**src/verilog/dioc_pkg.sv**
```systemverilog
// shared constants and carrier types for the digital i/o channel block
package dioc_pkg;
  localparam int unsigned PORT_W      = 24;
  localparam int unsigned DIR_W       = 4;
  localparam int unsigned CNT_W       = 16;
  // direction code bit positions, 1 = input, 0 = output
  localparam int unsigned DIR_A_BIT   = 3;
  localparam int unsigned DIR_CU_BIT  = 2;
  localparam int unsigned DIR_B_BIT   = 1;
  localparam int unsigned DIR_CL_BIT  = 0;
  localparam logic [3:0]  DIR_RESET   = 4'hF;
  // byte and nibble lanes and port C bit positions inside a channel word
  localparam int unsigned A_LSB       = 0;
  localparam int unsigned B_LSB       = 8;
  localparam int unsigned CL_LSB      = 16;
  localparam int unsigned CU_LSB      = 20;
  localparam int unsigned C0_POS      = 16;
  localparam int unsigned C3_POS      = 19;
  // interrupt control code fields
  localparam int unsigned IMODE1_LSB  = 0;
  localparam int unsigned IMODE2_LSB  = 2;
  localparam logic [1:0]  IMODE_OFF   = 2'h0;
  localparam logic [1:0]  IMODE_C0    = 2'h1;
  localparam logic [1:0]  IMODE_C3C0  = 2'h2;
  localparam logic [1:0]  IMODE_ALT   = 2'h3;
  localparam logic [1:0]  MODE_RESET  = 2'h0;
  // counter zero modes; 2 and 3 reload at terminal count, 3 toggles its output
  localparam logic [2:0]  T0_RATE     = 3'h2;
  localparam logic [2:0]  T0_SQUARE   = 3'h3;
  localparam logic [2:0]  T0_LAST     = 3'h5;
  localparam logic [15:0] CNT_RESET   = 16'h0000;
  localparam logic [15:0] CNT_ONE     = 16'h0001;

  typedef struct packed {
    logic [2:0]  mode;
    logic [15:0] init;
  } dioc_t0_cmd_t;

  typedef struct packed {
    logic [15:0] first;
    logic [15:0] second;
  } dioc_casc_div_t;
endpackage

```
**src/verilog/dioc_top.sv**
```systemverilog
// digital i/o channel control: port directions, interrupt sources, counters
`timescale 1ns/1ps
module dioc_top #(
  parameter int unsigned NUM_CH = 4
) (
  input  wire logic                                  clk,
  input  wire logic                                  sys_rst,
  input  wire logic                                  clk_en,
  input  wire logic                                  soft_reset,
  input  wire logic                                  cfg_wr,
  input  wire logic [1:0]                            cfg_ch,
  input  wire logic [3:0]                            control_code,
  input  wire logic                                  out_wr,
  input  wire logic [1:0]                            out_ch,
  input  wire logic [dioc_pkg::PORT_W-1:0]           out_data,
  input  wire logic [NUM_CH-1:0][dioc_pkg::PORT_W-1:0] pin_in,
  output logic      [NUM_CH-1:0][dioc_pkg::PORT_W-1:0] pin_out,
  output logic      [NUM_CH-1:0][dioc_pkg::PORT_W-1:0] pin_oe,
  output logic      [NUM_CH-1:0][dioc_pkg::PORT_W-1:0] rd_data,
  input  wire logic                                  int_ctrl_wr,
  input  wire logic [3:0]                            int_ctrl,
  input  wire logic                                  ext_event_pin,
  input  wire logic                                  irq_clr,
  output logic                                       first_source_pending,
  output logic                                       second_source_pending,
  output logic                                       irq_out,
  input  wire logic                                  t0_load,
  input  wire dioc_pkg::dioc_t0_cmd_t                t0_cmd,
  input  wire logic                                  t0_stop,
  output logic      [dioc_pkg::CNT_W-1:0]            t0_count,
  output logic      [dioc_pkg::CNT_W-1:0]            t0_held,
  output logic                                       t0_running,
  output logic                                       t0_out,
  input  wire logic                                  casc_start,
  input  wire dioc_pkg::dioc_casc_div_t              casc_div,
  output logic                                       casc_out
);
  localparam int unsigned SRC2_CH = (NUM_CH > 1) ? 1 : 0;

  logic [NUM_CH-1:0][3:0]                  dir_q;
  logic [NUM_CH-1:0][dioc_pkg::PORT_W-1:0] sync1_q;
  logic [NUM_CH-1:0][dioc_pkg::PORT_W-1:0] sync2_q;
  logic [2:0]                              ev_q;
  logic [1:0]                              mode1_q;
  logic [1:0]                              mode2_q;
  logic                                    src1_evt;
  logic                                    src2_evt;
  logic                                    c2_term;
  logic [2:0]                              t0_mode_q;
  logic [dioc_pkg::CNT_W-1:0]              t0_init_q;
  logic [dioc_pkg::CNT_W-1:0]              c1_q;
  logic [dioc_pkg::CNT_W-1:0]              c2_q;
  logic [dioc_pkg::CNT_W-1:0]              c1_div_q;
  logic [dioc_pkg::CNT_W-1:0]              c2_div_q;
  logic                                    casc_run_q;
  logic                                    c1_tick;

  // direction codes; software reset wins over a same-cycle code write
  always_ff @(posedge clk) begin
    if (sys_rst) begin
      dir_q <= {NUM_CH{dioc_pkg::DIR_RESET}};
    end else if (clk_en) begin
      if (soft_reset) begin
        dir_q <= {NUM_CH{dioc_pkg::DIR_RESET}};
      end else if (cfg_wr && (32'(cfg_ch) < NUM_CH)) begin
        dir_q[cfg_ch] <= control_code;
      end
    end
  end

  // per-channel group enables; output latches keep their value while a group is input,
  // so data written ahead of a direction change appears once the group turns output
  for (genvar g = 0; g < NUM_CH; g++) begin : g_ch
    always_ff @(posedge clk) begin
      if (sys_rst) begin
        pin_oe[g]  <= '0;
        pin_out[g] <= '0;
        sync1_q[g] <= '0;
        sync2_q[g] <= '0;
        rd_data[g] <= '0;
      end else if (clk_en) begin
        pin_oe[g][dioc_pkg::A_LSB+:8]  <= {8{~dir_q[g][dioc_pkg::DIR_A_BIT]}};
        pin_oe[g][dioc_pkg::B_LSB+:8]  <= {8{~dir_q[g][dioc_pkg::DIR_B_BIT]}};
        pin_oe[g][dioc_pkg::CL_LSB+:4] <= {4{~dir_q[g][dioc_pkg::DIR_CL_BIT]}};
        pin_oe[g][dioc_pkg::CU_LSB+:4] <= {4{~dir_q[g][dioc_pkg::DIR_CU_BIT]}};
        if (out_wr && (32'(out_ch) == g)) begin
          pin_out[g] <= out_data;
        end
        sync1_q[g] <= pin_in[g];
        sync2_q[g] <= sync1_q[g];
        rd_data[g] <= sync2_q[g];
      end
    end
  end

  // interrupt mode fields
  always_ff @(posedge clk) begin
    if (sys_rst) begin
      mode1_q <= dioc_pkg::MODE_RESET;
      mode2_q <= dioc_pkg::MODE_RESET;
    end else if (clk_en && int_ctrl_wr) begin
      mode1_q <= int_ctrl[dioc_pkg::IMODE1_LSB+:2];
      mode2_q <= int_ctrl[dioc_pkg::IMODE2_LSB+:2];
    end
  end

  always_ff @(posedge clk) begin
    if (sys_rst) begin
      ev_q <= 3'h0;
    end else if (clk_en) begin
      ev_q <= {ev_q[1:0], ext_event_pin};
    end
  end

  // edges are taken between the second and third stage, never from the first
  function automatic logic src_edge(input logic [1:0] mode,
                                    input logic [dioc_pkg::PORT_W-1:0] now,
                                    input logic [dioc_pkg::PORT_W-1:0] was,
                                    input logic alt);
    logic r;
    r = 1'b0;
    unique case (mode)
      dioc_pkg::IMODE_OFF:  r = 1'b0;
      dioc_pkg::IMODE_C0:   r = now[dioc_pkg::C0_POS] & ~was[dioc_pkg::C0_POS];
      dioc_pkg::IMODE_C3C0: r = (now[dioc_pkg::C3_POS] & now[dioc_pkg::C0_POS])
                                & ~(was[dioc_pkg::C3_POS] & was[dioc_pkg::C0_POS]);
      dioc_pkg::IMODE_ALT:  r = alt;
    endcase
    return r;
  endfunction

  always_comb begin
    src1_evt = src_edge(mode1_q, sync2_q[0], rd_data[0], ev_q[1] & ~ev_q[2]);
    src2_evt = src_edge(mode2_q, sync2_q[SRC2_CH], rd_data[SRC2_CH], c2_term);
  end

  // sticky status; an event in the clearing cycle keeps its bit set
  always_ff @(posedge clk) begin
    if (sys_rst) begin
      first_source_pending  <= 1'b0;
      second_source_pending <= 1'b0;
      irq_out               <= 1'b0;
    end else if (clk_en) begin
      first_source_pending  <= src1_evt | (first_source_pending & ~irq_clr);
      second_source_pending <= src2_evt | (second_source_pending & ~irq_clr);
      irq_out               <= src1_evt | src2_evt
                               | ((first_source_pending | second_source_pending) & ~irq_clr);
    end
  end

  // counter zero: down counter; a load restarts it even while running
  always_ff @(posedge clk) begin
    if (sys_rst) begin
      t0_count   <= dioc_pkg::CNT_RESET;
      t0_held    <= dioc_pkg::CNT_RESET;
      t0_init_q  <= dioc_pkg::CNT_RESET;
      t0_mode_q  <= 3'h0;
      t0_running <= 1'b0;
      t0_out     <= 1'b0;
    end else if (clk_en) begin
      if (t0_load) begin
        t0_mode_q  <= (t0_cmd.mode > dioc_pkg::T0_LAST) ? 3'h0 : t0_cmd.mode;
        t0_init_q  <= t0_cmd.init;
        t0_count   <= t0_cmd.init;
        t0_running <= 1'b1;
        t0_out     <= 1'b0;
      end else if (t0_stop) begin
        t0_running <= 1'b0;
        t0_held    <= t0_count;
      end else if (t0_running) begin
        if (t0_count != dioc_pkg::CNT_RESET) begin
          t0_count <= t0_count - dioc_pkg::CNT_ONE;
        end else if (t0_mode_q == dioc_pkg::T0_RATE || t0_mode_q == dioc_pkg::T0_SQUARE) begin
          t0_count <= t0_init_q;
          t0_out   <= (t0_mode_q == dioc_pkg::T0_SQUARE) ? ~t0_out : 1'b1;
        end else begin
          t0_running <= 1'b0;
          t0_out     <= 1'b1;
        end
      end
    end
  end

  // cascade: divisors 0 and 1 both divide by one, a plain limit of this counter
  always_comb begin
    c1_tick = casc_run_q && (c1_q <= dioc_pkg::CNT_ONE);
    c2_term = c1_tick && (c2_q <= dioc_pkg::CNT_ONE);
  end

  always_ff @(posedge clk) begin
    if (sys_rst) begin
      c1_q       <= dioc_pkg::CNT_RESET;
      c2_q       <= dioc_pkg::CNT_RESET;
      c1_div_q   <= dioc_pkg::CNT_RESET;
      c2_div_q   <= dioc_pkg::CNT_RESET;
      casc_run_q <= 1'b0;
      casc_out   <= 1'b0;
    end else if (clk_en) begin
      if (casc_start) begin
        c1_div_q   <= casc_div.first;
        c2_div_q   <= casc_div.second;
        c1_q       <= casc_div.first;
        c2_q       <= casc_div.second;
        casc_run_q <= 1'b1;
        casc_out   <= 1'b0;
      end else if (casc_run_q) begin
        c1_q <= c1_tick ? c1_div_q : c1_q - dioc_pkg::CNT_ONE;
        if (c1_tick) begin
          c2_q <= c2_term ? c2_div_q : c2_q - dioc_pkg::CNT_ONE;
        end
        if (c2_term) begin
          casc_out <= ~casc_out;
        end
      end
    end
  end
endmodule

```
**config.mk**
```make
export PLATFORM = sky130hd
export DESIGN_NAME = dioc_top
export DESIGN_NICKNAME = d
export VERILOG_FILES = /design/src/verilog/dioc_pkg.sv /design/src/verilog/dioc_top.sv
export SDC_FILE = /design/constraint.sdc
export NUM_CORES = 1
export LEC_CHECK = 0
export BUFFER_PORTS_ARGS = -buffer_cell sky130_fd_sc_hd__buf_2
export CAP_MARGIN = 5
export CELL_PAD_IN_SITES_DETAIL_PLACEMENT = 2
export CELL_PAD_IN_SITES_GLOBAL_PLACEMENT = 2
export CORE_ASPECT_RATIO = 0.7
export CORE_UTILIZATION = 29
export CTS_CLUSTER_DIAMETER = 60
export DETAILED_ROUTE_END_ITERATION = 16
export PLACE_DENSITY = 0.89
export SYNTH_ARGS = -nofsm -noshare
export SYNTH_HDL_FRONTEND = slang
export SYNTH_SLANG_ARGS = --single-unit
```
**constraint.sdc**
```tcl
create_clock -name clk -period 2.8 [get_ports clk]
set_clock_uncertainty 0.15 [all_clocks]
set_input_delay 0.84 -clock clk [delete_from_list [all_inputs] [get_ports clk]]
set_output_delay 0.84 -clock clk [all_outputs]
set_load 0.05 [all_outputs]
```
Word-level counts from Yosys, hierarchy flattened

Cells that the tools add are included.

Add/sub/neg operators: 3
Divide/modulo/power cells: 0
Shifts and indexed selects: 0
Eq/ne operators: 13
Reductions and logical operators: 32
$mul: 0
Multiplexer cells: 34
$lt $le $gt $ge: 5
Bitwise logic cells: 42

Operator list:

| kind                  | number |
|---|---|
| $mux 16               | 14 |
| $sub 16x1->16 const B | 3 |
| $le 16x1->1 const B   | 2 |
| $not 1->1             | 25 |
| $bwmux 16             | 1 |
| $reduce_and 2->1      | 8 |
| $reduce_bool 16->1    | 1 |
| $mux 1                | 14 |
| $and 1x1->1           | 12 |
| $eq 2x2->1 const B    | 6 |
| $reduce_bool 2->1     | 5 |
| $reduce_and 3->1      | 3 |
| $demux 4 s2           | 1 |
| $logic_and 1x1->1     | 8 |
| $pmux 1 s4            | 2 |
| $reduce_and 4->1      | 2 |
| $eq 2x1->1 const B    | 3 |
| $eq 3x2->1 const B    | 2 |
| $logic_not 2->1       | 3 |
| $or 1x1->1            | 5 |
| $mux 4                | 1 |
| $ne 2x2->1 const B    | 2 |
| $gt 3x3->1 const B    | 1 |
| $lt 2x3->1 const B    | 1 |
| 4 further kinds       | 4 |

Flip-flop bits (word level): 613
Bits in read-only memories: 0
Output and inout bits: 326
Bits in latches: 0
Memories kept: 0
Memory bits (writable): 0
Word-level logic and storage cells: 171

Logic depth before layout (Yosys ltp)

Depth after elaboration: 7
Depth in mapped cells: 12
Depth with buffers taken out: 8

Worst setup path after synthesis

No wires, ideal clock.

Path type: reg-to-reg
Start point: register t0_count[2] in the netlist's numbering
End point: register t0_count[4] in the netlist's numbering
Setup slack: -0.032 ns
Path buffers: 4
Stages on the path, launching flop included: 9
Arrival time: 2.591 ns
Required time: 2.559 ns
Cells stage by stage: dfxtp_1 -> buf_6 -> or4_4 -> buf_6 -> or4b_4 -> buf_6 -> buf_6 -> a211o_1 -> a311oi_1

Cells in the longest elaborated chain, start to end: 5

RTL lines:

| element                                                    | line                             | RTL |
|---|---|---|
| start: declaration                                         | dioc_top.sv:30                   | `output logic [dioc_pkg::CNT_W-1:0] t0_count,` |
| start signal: assignment                                   | dioc_top.sv:154                  | `t0_count <= dioc_pkg::CNT_RESET;` |
| start signal: assignment                                   | dioc_top.sv:164                  | `t0_count <= t0_cmd.init;` |
| start signal: assignment                                   | dioc_top.sv:172                  | `t0_count <= t0_count - dioc_pkg::CNT_ONE;` |
| $sub 16x1->16 / $reduce_bool 16->1 (equally long branches) | dioc_top.sv:172, dioc_top.sv:171 |  |
| $mux 16                                                    | dioc_top.sv:171                  | `if (t0_count != dioc_pkg::CNT_RESET) begin` |
| $mux 16                                                    | dioc_top.sv:170                  | `end else if (t0_running) begin` |
| $mux 16                                                    | dioc_top.sv:167                  | `end else if (t0_stop) begin` |
| $mux 16                                                    | dioc_top.sv:161                  | `if (t0_load) begin` |

Several ways; a longest one is shown, not always the timed one. The select of a mux whose other input is x is not followed.
A chain may end at the register's enable or synchronous reset.

Worst setup path after layout

Start point: register pin_oe[68] (netlist name)
End point: output port pin_oe[70] in the netlist's numbering

RTL lines:

| element          | line           | RTL |
|---|---|---|
| end: declaration | dioc_top.sv:18 | `output logic [NUM_CH-1:0][dioc_pkg::PORT_W-1:0] pin_oe,` |

No word-level cell between the ends.

==> results.json <==
{
  "finalNonFillerCells": 3863,
  "hold_buffers": 0,
  "synth_area_leaders": "dfxtp_1 51%, mux2i_1 14%, nor2_1 7.5%",
  "final_common_cell": "dfxtp_1",
  "tightest_slew_ns": 1.07,
  "gp_congestion": 0.813,
  "initial_core_util": 0.293,
  "setup-violations-final": 0,
  "synth-edff-count": 0,
  "numCtsBuffers": 59,
  "synth_area_leader_cell": "dfxtp_1",
  "worstPathArrival_ns": 1.74,
  "crit_path_start_kind": "flip-flop",
  "yosysTopAreaCellShare": 0.508,
  "placed_area_um2": 24900,
  "yosysSeqAreaShare": 0.508,
  "wl_um": 78900,
  "route.detailed.drc": 0,
  "grt_use_total": 0.204,
  "synthAdderAreaFrac": 0.00350,
  "max_cap_viol_count": 0,
  "viasPerCell": 4.88,
  "drt-wirelength-per-cell_um": 20.4,
  "hold_end": "pin_oe[68]",
  "p_leak_nw": 12.3,
  "antenna_found_initial": 16,
  "netlist_area_um2": 21500,
  "r2r_setup_slack_ns": 0.17,
  "hold_path.startpoint": "dir_q[10]",
  "synth_top_family_by_area": "simple AND/OR/NAND/NOR gates",
  "yosys_register_bits": 545,
  "min_path_cells": 1,
  "hold_slack_ns": 0.294,
  "crit_path_end_kind": "primary output",
  "powerDensity_nw_per_um2": 715,
  "area_growth_pct": 25.8,
  "place_inst": 3746,
  "root_buffer": "clkbuf_16",
  "grt.overflow.total": 0,
  "dieArea_um2": 75200,
  "maxSlewViolCount": 0,
  "core_um2": 73300,
  "grt_pass1_wl_um": 121000,
  "synth_xor_xnor_area_share": 0.0135,
  "postSynthCellCount": 2412,
  "nets": 3031,
  "pin_count": 521,
  "dp_hpwl_um": 55700,
  "clock-sinks": 545,
  "relSlewSlack": 0.284,
  "worstSetupPathType": "reg -> out",
  "synthFlopType": "dfxtp_1",
  "vias": 18800,
  "fin_area_um2": 27000,
  "insertion_delay_ns": 0.61,
  "cts_tree": "done",
  "period_minus_slack_ns": 2.73,
  "finalHoldViolCount": 0,
  "postCtsSetupRepairBufs": 0,
  "synth-simple-area-share": 0.175,
  "final_cell_mix": "542 x dfxtp_1, 518 x buf_2, 429 x nor2_1",
  "max_freq_mhz": 366,
  "syn_avg_cell_area_um2": 8.90,
  "hp-class": "reg -> reg",
  "row_count": 83,
  "status": "finished clean",
  "grt_max_degree": 70,
  "synth_compound_area_frac": 0.0964,
  "reg2reg_from": "c1_q[1]",
  "synth_async_sr_flop_share": 0,
  "p_total_mw": 19.3,
  "grt_pass1_vias": 20200,
  "ctsLongestPathBuffers": 3,
  "fin_crit_sh": 0.975,
  "synthDistinctLibCells": 59,
  "h-tree-depth": 2,
  "syn-num-nets": 2613,
  "drive_above_1_share": 0.256,
  "cp_data_required_time_ns": 1.81,
  "die_y_um": 230,
  "yosysWarningCount": 0,
  "synth_mux_area_frac": 0.142,
  "detail-route-antenna-nets": 0,
  "die_w_um": 327,
  "reg2reg_depth": 9,
  "fillers": 8212,
  "port_buffers": 520,
  "drtIter0Drc": 786,
  "first_pass_iters": 4,
  "path_max_fanout": 3,
  "worst_r2r_endpoint": "c2_q[2]",
  "ir_worst_vdd_uv": 470,
  "clkTransAtPathRegs_ns": 0.06
}
critical path: stages, from the launching register on:
cell and delay (ns):
dfxtp_1 0.56, buf_4 0.27, buf_2 0.29
cell families (layout without fill, tap and decap cells):
group	after synthesis	after routing
muxes	304	304
buffers and inverters	259	726
DFF	545	545
xor gates and xnor gates	33	33
AOI/OAI and AO/OA	337	337
and+or+nand+nor	928	928
other	0	7
adders and majority gates	6	6
registers in the layout, indices dropped and copies added (netlist names), 96 cells and up:
| signal | flops |
|---|---|
| pin_out | 96 |
| rd_data | 96 |
| sync1_q | 96 |
| sync2_q | 96 |
per-stage QoR:
| step | setup TNS (ns) | util | setup WS, ns |
|---|---|---|---|
| finish | 0 | 0.369 | 0.0704 |
| global route | -0.0536 | 0.368 | -0.0536 |
| CTS | 0 | 0.368 | 0.0318 |
| detailed placement | 0 | 0.339 | 0.0232 |
| global placement | 0 | 0.339 | 0.180 |
| floorplan | 0 | - | 0.000176 |
repair_timing:
action / CTS / global route
hold endpoints to repair: 0 / 0
resized for setup: 0 / 5
setup endpoints to repair: 0 / 7
power breakdown:
part / internal [mW] / switching, mW
Combinational: 0.866 / 1.69
Sequential: 8.07 / 0.258
Clock: 4.97 / 3.47
Total: 13.9 / 5.42
layout make-up:
cell class	count	area, um2	area share
antenna	7	17.5	0.000648
clock buffer	74	1660	0.0615
clock inverter	36	443	0.0164
inverter	9	33.8	0.00125
multi-input combinational	1608	9290	0.344
sequential	545	10900	0.404
tap	977	1220	0.0452
timing repair buffer	607	3440	0.127
cells in the mapped netlist (6+ instances only):
library cell / instances
dfxtp_1: 545
nor2_1: 431
nand2_1: 394
mux2i_1: 298
a21oi_1: 197
clkbuf_1: 136
buf_4: 81
a211o_1: 27
a311oi_1: 24
buf_1: 22
a211oi_1: 21
nor3_1: 19
xnor2_1: 19
o211ai_1: 18
o21ai_0: 18
nand3_1: 15
nor4_1: 14
xor2_1: 14
or3_1: 9
inv_1: 8
buf_2: 7
o31ai_1: 7
ha_1: 6
mux2_2: 6
nand3b_1: 6
or4_1: 6
routing by layer:
metal / up-vias / routed length, um / track usage
li1: 8885 / - / -
met1: 9360 / 33300 / 0.245
met2: 460 / 38600 / 0.359
met3: 124 / 4840 / 0.0522
met4: 14 / 2020 / 0.0577
met5: - / 98 / 0
worst max-delay path by stage:
| stage | from | end | slack, ns | depth (start not counted) |
|---|---|---|---|---|
| floorplan | t0_count[6] | t0_count[3] | 0.0002 | 7 |
| global placement | c1_q[9] | c2_q[13] | 0.18 | 7 |
| detailed placement | clk_en | pin_out[48] | 0.02 | 6 |
| CTS | pin_oe[68] | pin_oe[70] | 0.03 | 2 |
| global route | c1_q[9] | c2_q[13] | -0.05 | 7 |
| finish | pin_oe[68] | pin_oe[70] | 0.07 | 2 |
No activity file was read; power rests on OpenSTA's default activity.
